**config.mk**
```make
export PLATFORM = sky130hd
export DESIGN_NAME = asp_packetizer
export DESIGN_NICKNAME = d
export VERILOG_FILES = /design/src/verilog/asp_pkg.sv /design/src/verilog/asp_fifo.sv /design/src/verilog/asp_packetizer.sv /design/src/verilog/asp_parity.sv
export SDC_FILE = /design/constraint.sdc
export NUM_CORES = 1
export LEC_CHECK = 0
export BUFFER_PORTS_ARGS = -buffer_cell sky130_fd_sc_hd__buf_2
export CORE_ASPECT_RATIO = 1.2
export CORE_MARGIN = 10
export CORE_UTILIZATION = 30
export CTS_CLUSTER_DIAMETER = 80
export DETAILED_ROUTE_END_ITERATION = 16
export PLACE_DENSITY = 0.48
export SETUP_SLACK_MARGIN = 0.3
export SKIP_LAST_GASP = 1
export SLEW_MARGIN = 5
export SYNTH_ARGS = -nofsm -noshare
export SYNTH_HDL_FRONTEND = slang
export SYNTH_SLANG_ARGS = --single-unit
```
**constraint.sdc**
```tcl
create_clock -name clk -period 5.8 [get_ports clk]
set_clock_uncertainty 0.05 [all_clocks]
set_input_delay 0.87 -clock clk [delete_from_list [all_inputs] [get_ports clk]]
set_output_delay 0.87 -clock clk [all_outputs]
set_load 0.01 [all_outputs]
```
**src/verilog/asp_pkg.sv**
```systemverilog
package asp_pkg;
	// stream word layout, high to low: control, sample, preamble
	localparam int DATA_W = 32;
	localparam int PRE_LSB = 0;
	localparam int PRE_W = 4;
	localparam int SMP_LSB = 4;
	localparam int SMP_W = 24;
	localparam int CTL_LSB = 28;
	localparam int CTL_W = 4;
	// packet geometry
	localparam int HDR_BYTES = 4;
	localparam int HDR_PAR_BYTES = 4;
	localparam int SMP_BYTES = 32;
	localparam int PAY_PAR_BYTES = 8;
	localparam int SMP_PER_PKT = 8;
	localparam int BYTES_PER_SMP = SMP_BYTES / SMP_PER_PKT;
	localparam int PKT_BYTES = HDR_BYTES + HDR_PAR_BYTES + SMP_BYTES + PAY_PAR_BYTES;
	localparam logic [2:0] HDR_LAST = 3'(HDR_BYTES + HDR_PAR_BYTES - 1);
	localparam logic [2:0] PAR_IDX = 3'(BYTES_PER_SMP);
	localparam logic [2:0] SMP_LAST = 3'(SMP_PER_PKT - 1);
	localparam int FIFO_DEPTH = 16;
	// header bytes of the audio stream packet
	localparam logic [7:0] HB0_ID = 8'h00;
	localparam logic [7:0] HB1_TYPE_AUDIO = 8'h02;
	localparam logic [7:0] HB2_RSVD = 8'h00;
	localparam logic [3:0] MIN_CHAN = 4'h1;
	localparam logic [3:0] MAX_CHAN = 4'h2;
	localparam logic [7:0] PAR_SEED = 8'hA5;
	// values after reset
	localparam logic RST_FLAG = 1'b0;
	localparam logic [2:0] RST_CNT = 3'h0;
	typedef enum logic [1:0] {
		st_idle = 2'b00,
		st_hdr = 2'b01,
		st_pay = 2'b11
	} asp_state_t;
endpackage : asp_pkg
```
**src/verilog/asp_fifo.sv**
```systemverilog
module asp_fifo #(
	parameter int WIDTH = 32,
	parameter int DEPTH = 16,
	localparam int AW = $clog2(DEPTH)
) (
	input wire logic clk,
	input wire logic sys_rst,
	input wire logic in_valid,
	output logic in_ready,
	input wire logic [WIDTH-1:0] in_data,
	output logic out_valid,
	input wire logic out_ready,
	output logic [WIDTH-1:0] out_data,
	output logic [AW:0] count
);
	if (DEPTH < 2 || (DEPTH & (DEPTH - 1)) != 0) begin : g_chk
		$error("fifo depth must be a power of two, at least 2");
	end

	logic [WIDTH-1:0] mem_r [DEPTH];
	logic [AW-1:0] wr_ptr_r;
	logic [AW-1:0] rd_ptr_r;
	logic [AW:0] count_r;
	logic push;
	logic pop;

	assign in_ready = count_r != (AW+1)'(DEPTH);
	assign out_valid = count_r != '0;
	assign out_data = mem_r[rd_ptr_r];
	assign count = count_r;
	assign push = in_valid && in_ready;
	assign pop = out_valid && out_ready;

	always_ff @(posedge clk) begin
		if (push) begin
			mem_r[wr_ptr_r] <= in_data;
		end
	end

	always_ff @(posedge clk) begin
		if (sys_rst) begin
			wr_ptr_r <= '0;
			rd_ptr_r <= '0;
			count_r <= '0;
		end else begin
			wr_ptr_r <= wr_ptr_r + AW'(push);
			rd_ptr_r <= rd_ptr_r + AW'(pop);
			count_r <= count_r + (AW+1)'(push) - (AW+1)'(pop);
		end
	end
endmodule : asp_fifo

```
**src/verilog/asp_packetizer.sv**
```systemverilog
module asp_packetizer #(
	parameter int FIFO_DEPTH = asp_pkg::FIFO_DEPTH,
	localparam int CW = $clog2(FIFO_DEPTH) + 1
) (
	input wire logic clk,
	input wire logic sys_rst,
	input wire logic tx_enable,
	input wire logic [3:0] cfg_chan_count,
	input wire logic [31:0] s_axis_tdata,
	input wire logic s_axis_tvalid,
	output logic s_axis_tready,
	output logic [7:0] tx_pkt_data,
	output logic tx_pkt_valid,
	output logic tx_pkt_sop,
	output logic tx_pkt_eop,
	input wire logic [7:0] rx_pkt_data,
	input wire logic rx_pkt_valid,
	input wire logic rx_pkt_sop,
	output logic [31:0] m_axis_tdata,
	output logic m_axis_tvalid,
	input wire logic rx_flag_clear,
	output logic rx_overflow,
	output logic rx_parity_err,
	output logic rx_pkt_dropped,
	output logic cfg_unsupported
);
	if (FIFO_DEPTH < asp_pkg::SMP_PER_PKT) begin : g_chk
		$error("fifo must hold one packet of samples");
	end

	logic chan_ok;
	logic accept_ok;
	logic tready_r;
	logic push;
	logic txf_in_ready;
	logic txf_out_valid;
	logic txf_out_ready;
	logic [31:0] txf_out_data;
	logic [CW-1:0] txf_count;
	asp_pkg::asp_state_t tx_st_r;
	logic [2:0] cnt_r;
	logic [2:0] smp_r;
	logic [3:0] hdr_cc_r;
	logic [7:0] tx_byte;
	logic [31:0] tx_par_word;
	logic [7:0] tx_par;
	logic [7:0] tx_data_r;
	logic tx_valid_r;
	logic tx_sop_r;
	logic tx_eop_r;
	logic unsup_r;

	// plain settings stand in for the packed configuration word
	assign chan_ok = cfg_chan_count >= asp_pkg::MIN_CHAN
		&& cfg_chan_count <= asp_pkg::MAX_CHAN;
	assign accept_ok = tx_enable && chan_ok;
	assign push = s_axis_tvalid && tready_r;
	assign s_axis_tready = tready_r;
	assign txf_out_ready = tx_st_r == asp_pkg::st_pay && cnt_r == asp_pkg::PAR_IDX;

	// ready is registered, so it drops while one slot still remains
	always_ff @(posedge clk) begin
		if (sys_rst) begin
			tready_r <= asp_pkg::RST_FLAG;
			unsup_r <= asp_pkg::RST_FLAG;
		end else begin
			tready_r <= accept_ok && txf_count <= CW'(FIFO_DEPTH - 2);
			unsup_r <= !chan_ok;
		end
	end

	asp_fifo #(
		.WIDTH(asp_pkg::DATA_W),
		.DEPTH(FIFO_DEPTH)
	) u_txf (
		.clk(clk),
		.sys_rst(sys_rst),
		.in_valid(push),
		.in_ready(txf_in_ready),
		.in_data(s_axis_tdata),
		.out_valid(txf_out_valid),
		.out_ready(txf_out_ready),
		.out_data(txf_out_data),
		.count(txf_count)
	);

	function automatic logic [7:0] hdr_byte(input logic [1:0] k, input logic [3:0] cc);
		case (k)
			2'h0: hdr_byte = asp_pkg::HB0_ID;
			2'h1: hdr_byte = asp_pkg::HB1_TYPE_AUDIO;
			2'h2: hdr_byte = asp_pkg::HB2_RSVD;
			default: hdr_byte = {4'h0, cc};
		endcase
	endfunction : hdr_byte

	// header parity covers one header byte each, payload parity one sample each
	assign tx_par_word = (tx_st_r == asp_pkg::st_hdr)
		? {24'h000000, hdr_byte(cnt_r[1:0], hdr_cc_r)} : txf_out_data;

	asp_parity u_tx_par (
		.word(tx_par_word),
		.par(tx_par)
	);

	always_comb begin
		tx_byte = 8'h00;
		case (tx_st_r)
			asp_pkg::st_hdr: begin
				tx_byte = cnt_r[2] ? tx_par : hdr_byte(cnt_r[1:0], hdr_cc_r);
			end
			asp_pkg::st_pay: begin
				if (cnt_r == asp_pkg::PAR_IDX) begin
					tx_byte = tx_par;
				end else begin
					tx_byte = txf_out_data[8*cnt_r[1:0] +: 8];
				end
			end
			default: tx_byte = 8'h00;
		endcase
	end

	always_ff @(posedge clk) begin
		if (sys_rst) begin
			tx_st_r <= asp_pkg::st_idle;
			cnt_r <= asp_pkg::RST_CNT;
			smp_r <= asp_pkg::RST_CNT;
			hdr_cc_r <= 4'h0;
		end else begin
			case (tx_st_r)
				asp_pkg::st_idle: begin
					if (txf_count >= CW'(asp_pkg::SMP_PER_PKT) && chan_ok) begin
						tx_st_r <= asp_pkg::st_hdr;
						cnt_r <= asp_pkg::RST_CNT;
						hdr_cc_r <= cfg_chan_count - 4'h1;
					end
				end
				asp_pkg::st_hdr: begin
					cnt_r <= cnt_r + 3'h1;
					if (cnt_r == asp_pkg::HDR_LAST) begin
						tx_st_r <= asp_pkg::st_pay;
						cnt_r <= asp_pkg::RST_CNT;
						smp_r <= asp_pkg::RST_CNT;
					end
				end
				asp_pkg::st_pay: begin
					if (cnt_r == asp_pkg::PAR_IDX) begin
						cnt_r <= asp_pkg::RST_CNT;
						smp_r <= smp_r + 3'h1;
						if (smp_r == asp_pkg::SMP_LAST) begin
							tx_st_r <= asp_pkg::st_idle;
						end
					end else begin
						cnt_r <= cnt_r + 3'h1;
					end
				end
				default: tx_st_r <= asp_pkg::st_idle;
			endcase
		end
	end

	always_ff @(posedge clk) begin
		if (sys_rst) begin
			tx_data_r <= 8'h00;
			tx_valid_r <= asp_pkg::RST_FLAG;
			tx_sop_r <= asp_pkg::RST_FLAG;
			tx_eop_r <= asp_pkg::RST_FLAG;
		end else begin
			tx_data_r <= tx_byte;
			tx_valid_r <= tx_st_r != asp_pkg::st_idle;
			tx_sop_r <= tx_st_r == asp_pkg::st_hdr && cnt_r == asp_pkg::RST_CNT;
			tx_eop_r <= txf_out_ready && smp_r == asp_pkg::SMP_LAST;
		end
	end

	assign tx_pkt_data = tx_data_r;
	assign tx_pkt_valid = tx_valid_r;
	assign tx_pkt_sop = tx_sop_r;
	assign tx_pkt_eop = tx_eop_r;
	assign cfg_unsupported = unsup_r;

	// receive path
	asp_pkg::asp_state_t rx_st_r;
	logic [2:0] rcnt_r;
	logic [2:0] rsmp_r;
	logic hdr_bad_r;
	logic [7:0] hdr_r [asp_pkg::HDR_BYTES];
	logic [31:0] w_r;
	logic [31:0] rx_par_word;
	logic [7:0] rx_par;
	logic rx_par_match;
	logic rx_byte;
	logic hdr_end;
	logic hdr_good;
	logic par_slot;
	logic rx_push;
	logic rxf_in_ready;
	logic rxf_out_valid;
	logic [31:0] rxf_out_data;
	logic [31:0] m_data_r;
	logic m_valid_r;
	logic ovf_r;
	logic perr_r;
	logic drop_r;

	assign rx_par_word = (rx_st_r == asp_pkg::st_hdr)
		? {24'h000000, hdr_r[rcnt_r[1:0]]} : w_r;

	asp_parity u_rx_par (
		.word(rx_par_word),
		.par(rx_par)
	);

	assign rx_byte = rx_pkt_valid && !rx_pkt_sop;
	assign rx_par_match = rx_par == rx_pkt_data;
	assign hdr_end = rx_byte && rx_st_r == asp_pkg::st_hdr && rcnt_r == asp_pkg::HDR_LAST;
	assign hdr_good = !hdr_bad_r && rx_par_match && hdr_r[0] == asp_pkg::HB0_ID
		&& hdr_r[1] == asp_pkg::HB1_TYPE_AUDIO;
	assign par_slot = rx_byte && ((rx_st_r == asp_pkg::st_hdr && rcnt_r[2])
		|| (rx_st_r == asp_pkg::st_pay && rcnt_r == asp_pkg::PAR_IDX));
	assign rx_push = par_slot && rx_st_r == asp_pkg::st_pay && rx_par_match;

	always_ff @(posedge clk) begin
		if (rx_pkt_valid && rx_pkt_sop) begin
			hdr_r[0] <= rx_pkt_data;
		end else if (rx_byte && rx_st_r == asp_pkg::st_hdr && !rcnt_r[2]) begin
			hdr_r[rcnt_r[1:0]] <= rx_pkt_data;
		end
		if (rx_byte && rx_st_r == asp_pkg::st_pay && rcnt_r != asp_pkg::PAR_IDX) begin
			w_r[8*rcnt_r[1:0] +: 8] <= rx_pkt_data;
		end
	end

	// a start byte always restarts the parser, even inside a packet
	always_ff @(posedge clk) begin
		if (sys_rst) begin
			rx_st_r <= asp_pkg::st_idle;
			rcnt_r <= asp_pkg::RST_CNT;
			rsmp_r <= asp_pkg::RST_CNT;
			hdr_bad_r <= asp_pkg::RST_FLAG;
		end else if (rx_pkt_valid && rx_pkt_sop) begin
			rx_st_r <= asp_pkg::st_hdr;
			rcnt_r <= 3'h1;
			hdr_bad_r <= asp_pkg::RST_FLAG;
		end else if (rx_byte) begin
			case (rx_st_r)
				asp_pkg::st_hdr: begin
					rcnt_r <= rcnt_r + 3'h1;
					if (par_slot && !rx_par_match) begin
						hdr_bad_r <= 1'b1;
					end
					if (hdr_end) begin
						rcnt_r <= asp_pkg::RST_CNT;
						rsmp_r <= asp_pkg::RST_CNT;
						rx_st_r <= hdr_good ? asp_pkg::st_pay : asp_pkg::st_idle;
					end
				end
				asp_pkg::st_pay: begin
					if (rcnt_r == asp_pkg::PAR_IDX) begin
						rcnt_r <= asp_pkg::RST_CNT;
						rsmp_r <= rsmp_r + 3'h1;
						if (rsmp_r == asp_pkg::SMP_LAST) begin
							rx_st_r <= asp_pkg::st_idle;
						end
					end else begin
						rcnt_r <= rcnt_r + 3'h1;
					end
				end
				default: rx_st_r <= asp_pkg::st_idle;
			endcase
		end
	end

	asp_fifo #(
		.WIDTH(asp_pkg::DATA_W),
		.DEPTH(FIFO_DEPTH)
	) u_rxf (
		.clk(clk),
		.sys_rst(sys_rst),
		.in_valid(rx_push),
		.in_ready(rxf_in_ready),
		.in_data(w_r),
		.out_valid(rxf_out_valid),
		.out_ready(rxf_out_valid),
		.out_data(rxf_out_data),
		.count()
	);

	// sink takes every word, so the buffer drains one word per cycle
	always_ff @(posedge clk) begin
		if (sys_rst) begin
			m_data_r <= 32'h00000000;
			m_valid_r <= asp_pkg::RST_FLAG;
		end else begin
			m_valid_r <= rxf_out_valid;
			if (rxf_out_valid) begin
				m_data_r <= rxf_out_data;
			end
		end
	end

	// sticky flags: a new event beats a clear in the same cycle
	always_ff @(posedge clk) begin
		if (sys_rst) begin
			ovf_r <= asp_pkg::RST_FLAG;
			perr_r <= asp_pkg::RST_FLAG;
			drop_r <= asp_pkg::RST_FLAG;
		end else begin
			ovf_r <= (rx_push && !rxf_in_ready) || (ovf_r && !rx_flag_clear);
			perr_r <= (par_slot && !rx_par_match) || (perr_r && !rx_flag_clear);
			drop_r <= (hdr_end && !hdr_good) || (drop_r && !rx_flag_clear);
		end
	end

	assign m_axis_tdata = m_data_r;
	assign m_axis_tvalid = m_valid_r;
	assign rx_overflow = ovf_r;
	assign rx_parity_err = perr_r;
	assign rx_pkt_dropped = drop_r;
endmodule : asp_packetizer

```
**src/verilog/asp_parity.sv**
```systemverilog
module asp_parity (
	input wire logic [31:0] word,
	output logic [7:0] par
);
	// each byte rotated by its lane before folding, so swapped bytes are caught
	assign par = asp_pkg::PAR_SEED ^ word[7:0] ^ {word[14:8], word[15]}
		^ {word[21:16], word[23:22]} ^ {word[28:24], word[31:29]};
endmodule : asp_parity

```
==> key figures <==
Status
  – Status: completed

Place
  – Number of placed cells counting well taps: 4,441
  – HPWL after DPL: 68.2 mm
  – Port bufs: 99
  – Gpl congestion: 0.768

Critical path
  – CP arrival: 4.87 ns
  – Slowest Stage Delay on Critical Path: 0.85 ns
  – Critical path startpoint category: flip-flop
  – Worst reg2reg path startpoint: rcnt_r[0]$_SDFFE_PP0P_
  – Crit path cell chain: mux4_2, nor2_1, a211o_1, o211ai_1, nor4_4, nand3_4, inv_1, ha_1, inv_1, fa_1, inv_1, a21oi_1, nor2_1, or3_1, a21oi_1
  – R2r setup slk: 1.46 ns
  – Largest fanout on the critical path: 17
  – CP max-delay cell: dfxtp_1
  – Cell mode on critical path: inv_1
  – Worst Setup End Kind: flip-flop
  – Reg2reg path depth: 15
  – Crit path required time: 6.33 ns
  – Critical R2R Capture: u_rxf.count[4]$_SDFF_PP0_
  – Setup CP Type: flip-flop to flip-flop

Global route
  – Gr ovfl total: 0
  – Vias in the first global route: 24,000
  – GRT Overall Usage: 13.5%
  – First-pass GRT wire length: 171 mm
  – Initial antenna violation count: 27
  – Pin count of the biggest net entering global routing: 67

Pwr
  – Pwr per Cell Area: 356 mW/mm^2
  – Leak pwr: 0.0171 uW
  – IR Drop Worst-Case VDD: 0.256 mV

Clocking
  – Worst-path clk slew: 0.06 ns
  – Clock tree sinks: 1,184
  – CTS tree: done
  – Hold buffer count at cts: 0
  – Post-CTS Setup Repair Bufs: 0
  – Root Driver: clkbuf_16
  – CTS H-tree lvls: 3
  – Max clock buf depth: 3
  – Worst-Skew Late Latency: 0.76 ns
  – Post-cts sizing count: 0
  – TritonCTS Buffers: 120

Synthesis
  – Syn_nets: 2,404
  – Synth area leaders: edfxtp_1, mux4_2, dfxtp_1
  – Top cell type's share of synthesized area: 70.1%
  – Synth unique cells: 68
  – Ys async rst share: 0%
  – Top-count cell post-synth: edfxtp_1
  – Post-synth EDFFs: 1,088
  – Register area share after synthesis: 74.2%
  – Synth Instances: 2,309
  – Syn avg cell area: 20.2 sq um
  – Post-synthesis register bit count: 1,184
  – Main synth FF type: edfxtp_1
  – Leading area contributor after synthesis: edfxtp_1
  – Area of the mapped netlist: 0.0466 sq mm
  – Synth top cells by count: edfxtp_1, mux4_2, nand2_1
  – Ys Warns: 0

STA
  – Fin. Hold Viols: 0
  – Final period util: 74.8%
  – F_max: 230 MHz
  – Post-route minimum period: 4.34 ns
  – Final setup fails: 0
  – Fin. max-slew vios: 0
  – Unrepaired setup endpoints after global routing: false
  – Slew headroom: 26.2%
  – Worst-margin pin slew: 1.11 ns

Finish
  – Register area: 0.0346 sq mm
  – Area of the multi-input gates: 0.0115 sq mm
  – Fraction of layout cells with a size suffix above 1: 26.9%
  – Finished Layout Cells: 4,667
  – Final core occ: 34.8%
  – Fillers: 14,500
  – Syn-to-layout area delta: 15.3%
  – Final net count: 2,578

Detailed routing
  – Remaining DRCs: 0
  – Via/cell ratio: 4.87
  – Post-Route WL: 118 mm
  – Vias: 22,700
  – Post-DRT Antenna Nets: 0
  – Iter 0 DRT Violations: 1,539
  – Wire per inst: 25.3 um
  – Pre-antenna DRT Iters: 7

Die
  – Core area: 0.155 sq mm
  – Site Rows: 158
  – Die Span X: 380 um
  – Starting Density: 30.2%
  – # IOs: 100
  – Height of the die: 452 um
  – Die Area: 0.172 sq mm

Worst hold path
  – Hold endpoint: rx_overflow$_SDFF_PP0_
  – Worst min path class: input pin to flip-flop
  – Hold path cells: 3
  – Worst hold start: rx_flag_clear

Flow run
  – Max-cap violation count: 0
[stage by stage]
step                      setup slack, ns  TNS [ns]  hold slack [ns]  total power, uW  instance area, sq um
after global routing                 1.09         0            0.340            19900                 53800
after floorplan                    -0.242    -30.94            0.376            11200                 46600
after CTS                            1.39         0            0.283            19400                 53800
after detailed placement             1.42         0            0.393            11800                 49900
after global placement               1.43         0            0.385            11800                 49900
final                                1.46         0            0.339            19100                 53800
[cell type report]
class | instances | area share [%]
antenna | 3 | 0.0140
inverter | 31 | 0.216
clock inverter | 71 | 1.25
multi-input combinational | 980 | 21.4
sequential | 1184 | 64.4
tap | 2080 | 4.84
timing repair buffer | 166 | 1.95
clock buffer | 152 | 5.90
[placed cells by master (no fill, tap or decap), drive strengths merged, types with 53 or more instances in the layout]
master	n
a21oi	76
clkinv	56
dfxtp	96
edfxtp	1088
buf	166
clkbuf	152
nand2	125
mux4	306
nor2	81
xnor2	53
[critical path: cells and delay by family (launching register included)]
kind	cells	cell delay, ns
simple gates	5	1.32
flops	1	0.85
mux	1	0.62
fa+ha+maj	2	0.62
compound gates	4	0.40
buf+inv	3	0.32
[worst max path at each step]
stage,from,endpoint,slack [ns],cells after the start
final,rcnt_r[0]$_SDFFE_PP0P_,u_rxf.count[4]$_SDFF_PP0_,1.46,15
after floorplan,rcnt_r[0]$_SDFFE_PP0P_,u_rxf.mem_r[12][0]$_DFFE_PP_,-0.24,9
after global placement,rcnt_r[0]$_SDFFE_PP0P_,u_rxf.count[4]$_SDFF_PP0_,1.43,15
after detailed placement,rcnt_r[0]$_SDFFE_PP0P_,u_rxf.count[4]$_SDFF_PP0_,1.42,15
after CTS,rcnt_r[0]$_SDFFE_PP0P_,u_rxf.count[4]$_SDFF_PP0_,1.39,15
after global routing,rcnt_r[0]$_SDFFE_PP0P_,u_rxf.count[4]$_SDFF_PP0_,1.09,15
[power by group]
| part | internal [uW] | total [uW] | switching [uW] | leakage, uW |
|---|---|---|---|---|
| registers | 9360 | 9610 | 250 | 0.0110 |
| clock network | 4270 | 7540 | 3270 | 0.00188 |
| logic | 1010 | 1990 | 983 | 0.00423 |
| total | 14600 | 19100 | 4500 | 0.0171 |
[per-layer routing]
layer	wire [um]	track usage [%]	vias up	part of all wire (%)
met1	49600	17.2	12200	42
met4	2540	3.41	30	2.1
li1	-	-	9747	-
met3	5970	2.80	192	5.1
met2	59900	23.3	535	51
met5	193	0	-	0.16
[sequential cells by signal (all words and copies together) (netlist names), 2 cells and up]
name and flops:
cnt_r 3, hdr_cc_r 4, hdr_r 32, m_axis_tdata 32, rcnt_r 3, rsmp_r 3, rx_st_r 2, smp_r 3
tx_pkt_data 8, tx_st_r 2, u_rxf.count 5, u_rxf.mem_r 512, u_rxf.rd_ptr_r 4, u_rxf.wr_ptr_r 4, u_txf.count 5, u_txf.mem_r 512
u_txf.rd_ptr_r 4, u_txf.wr_ptr_r 4, w_r 32
[cell families (layout without fill, tap and decap cells)]
| family | after synthesis | after routing | share of synthesized area, % |
|---|---|---|---|
| muxes | 346 | 346 | 15.7 |
| other | 0 | 3 | 0 |
| adders and majority gates | 44 | 44 | 1.21 |
| AOI/OAI and AO/OA | 153 | 153 | 2.14 |
| xor gates and xnor gates | 67 | 67 | 1.26 |
| and+or+nand+nor | 370 | 370 | 3.97 |
| buffers and inverters | 145 | 420 | 1.54 |
| DFF | 1184 | 1184 | 74.2 |
No activity file was read; power rests on OpenSTA's default activity.
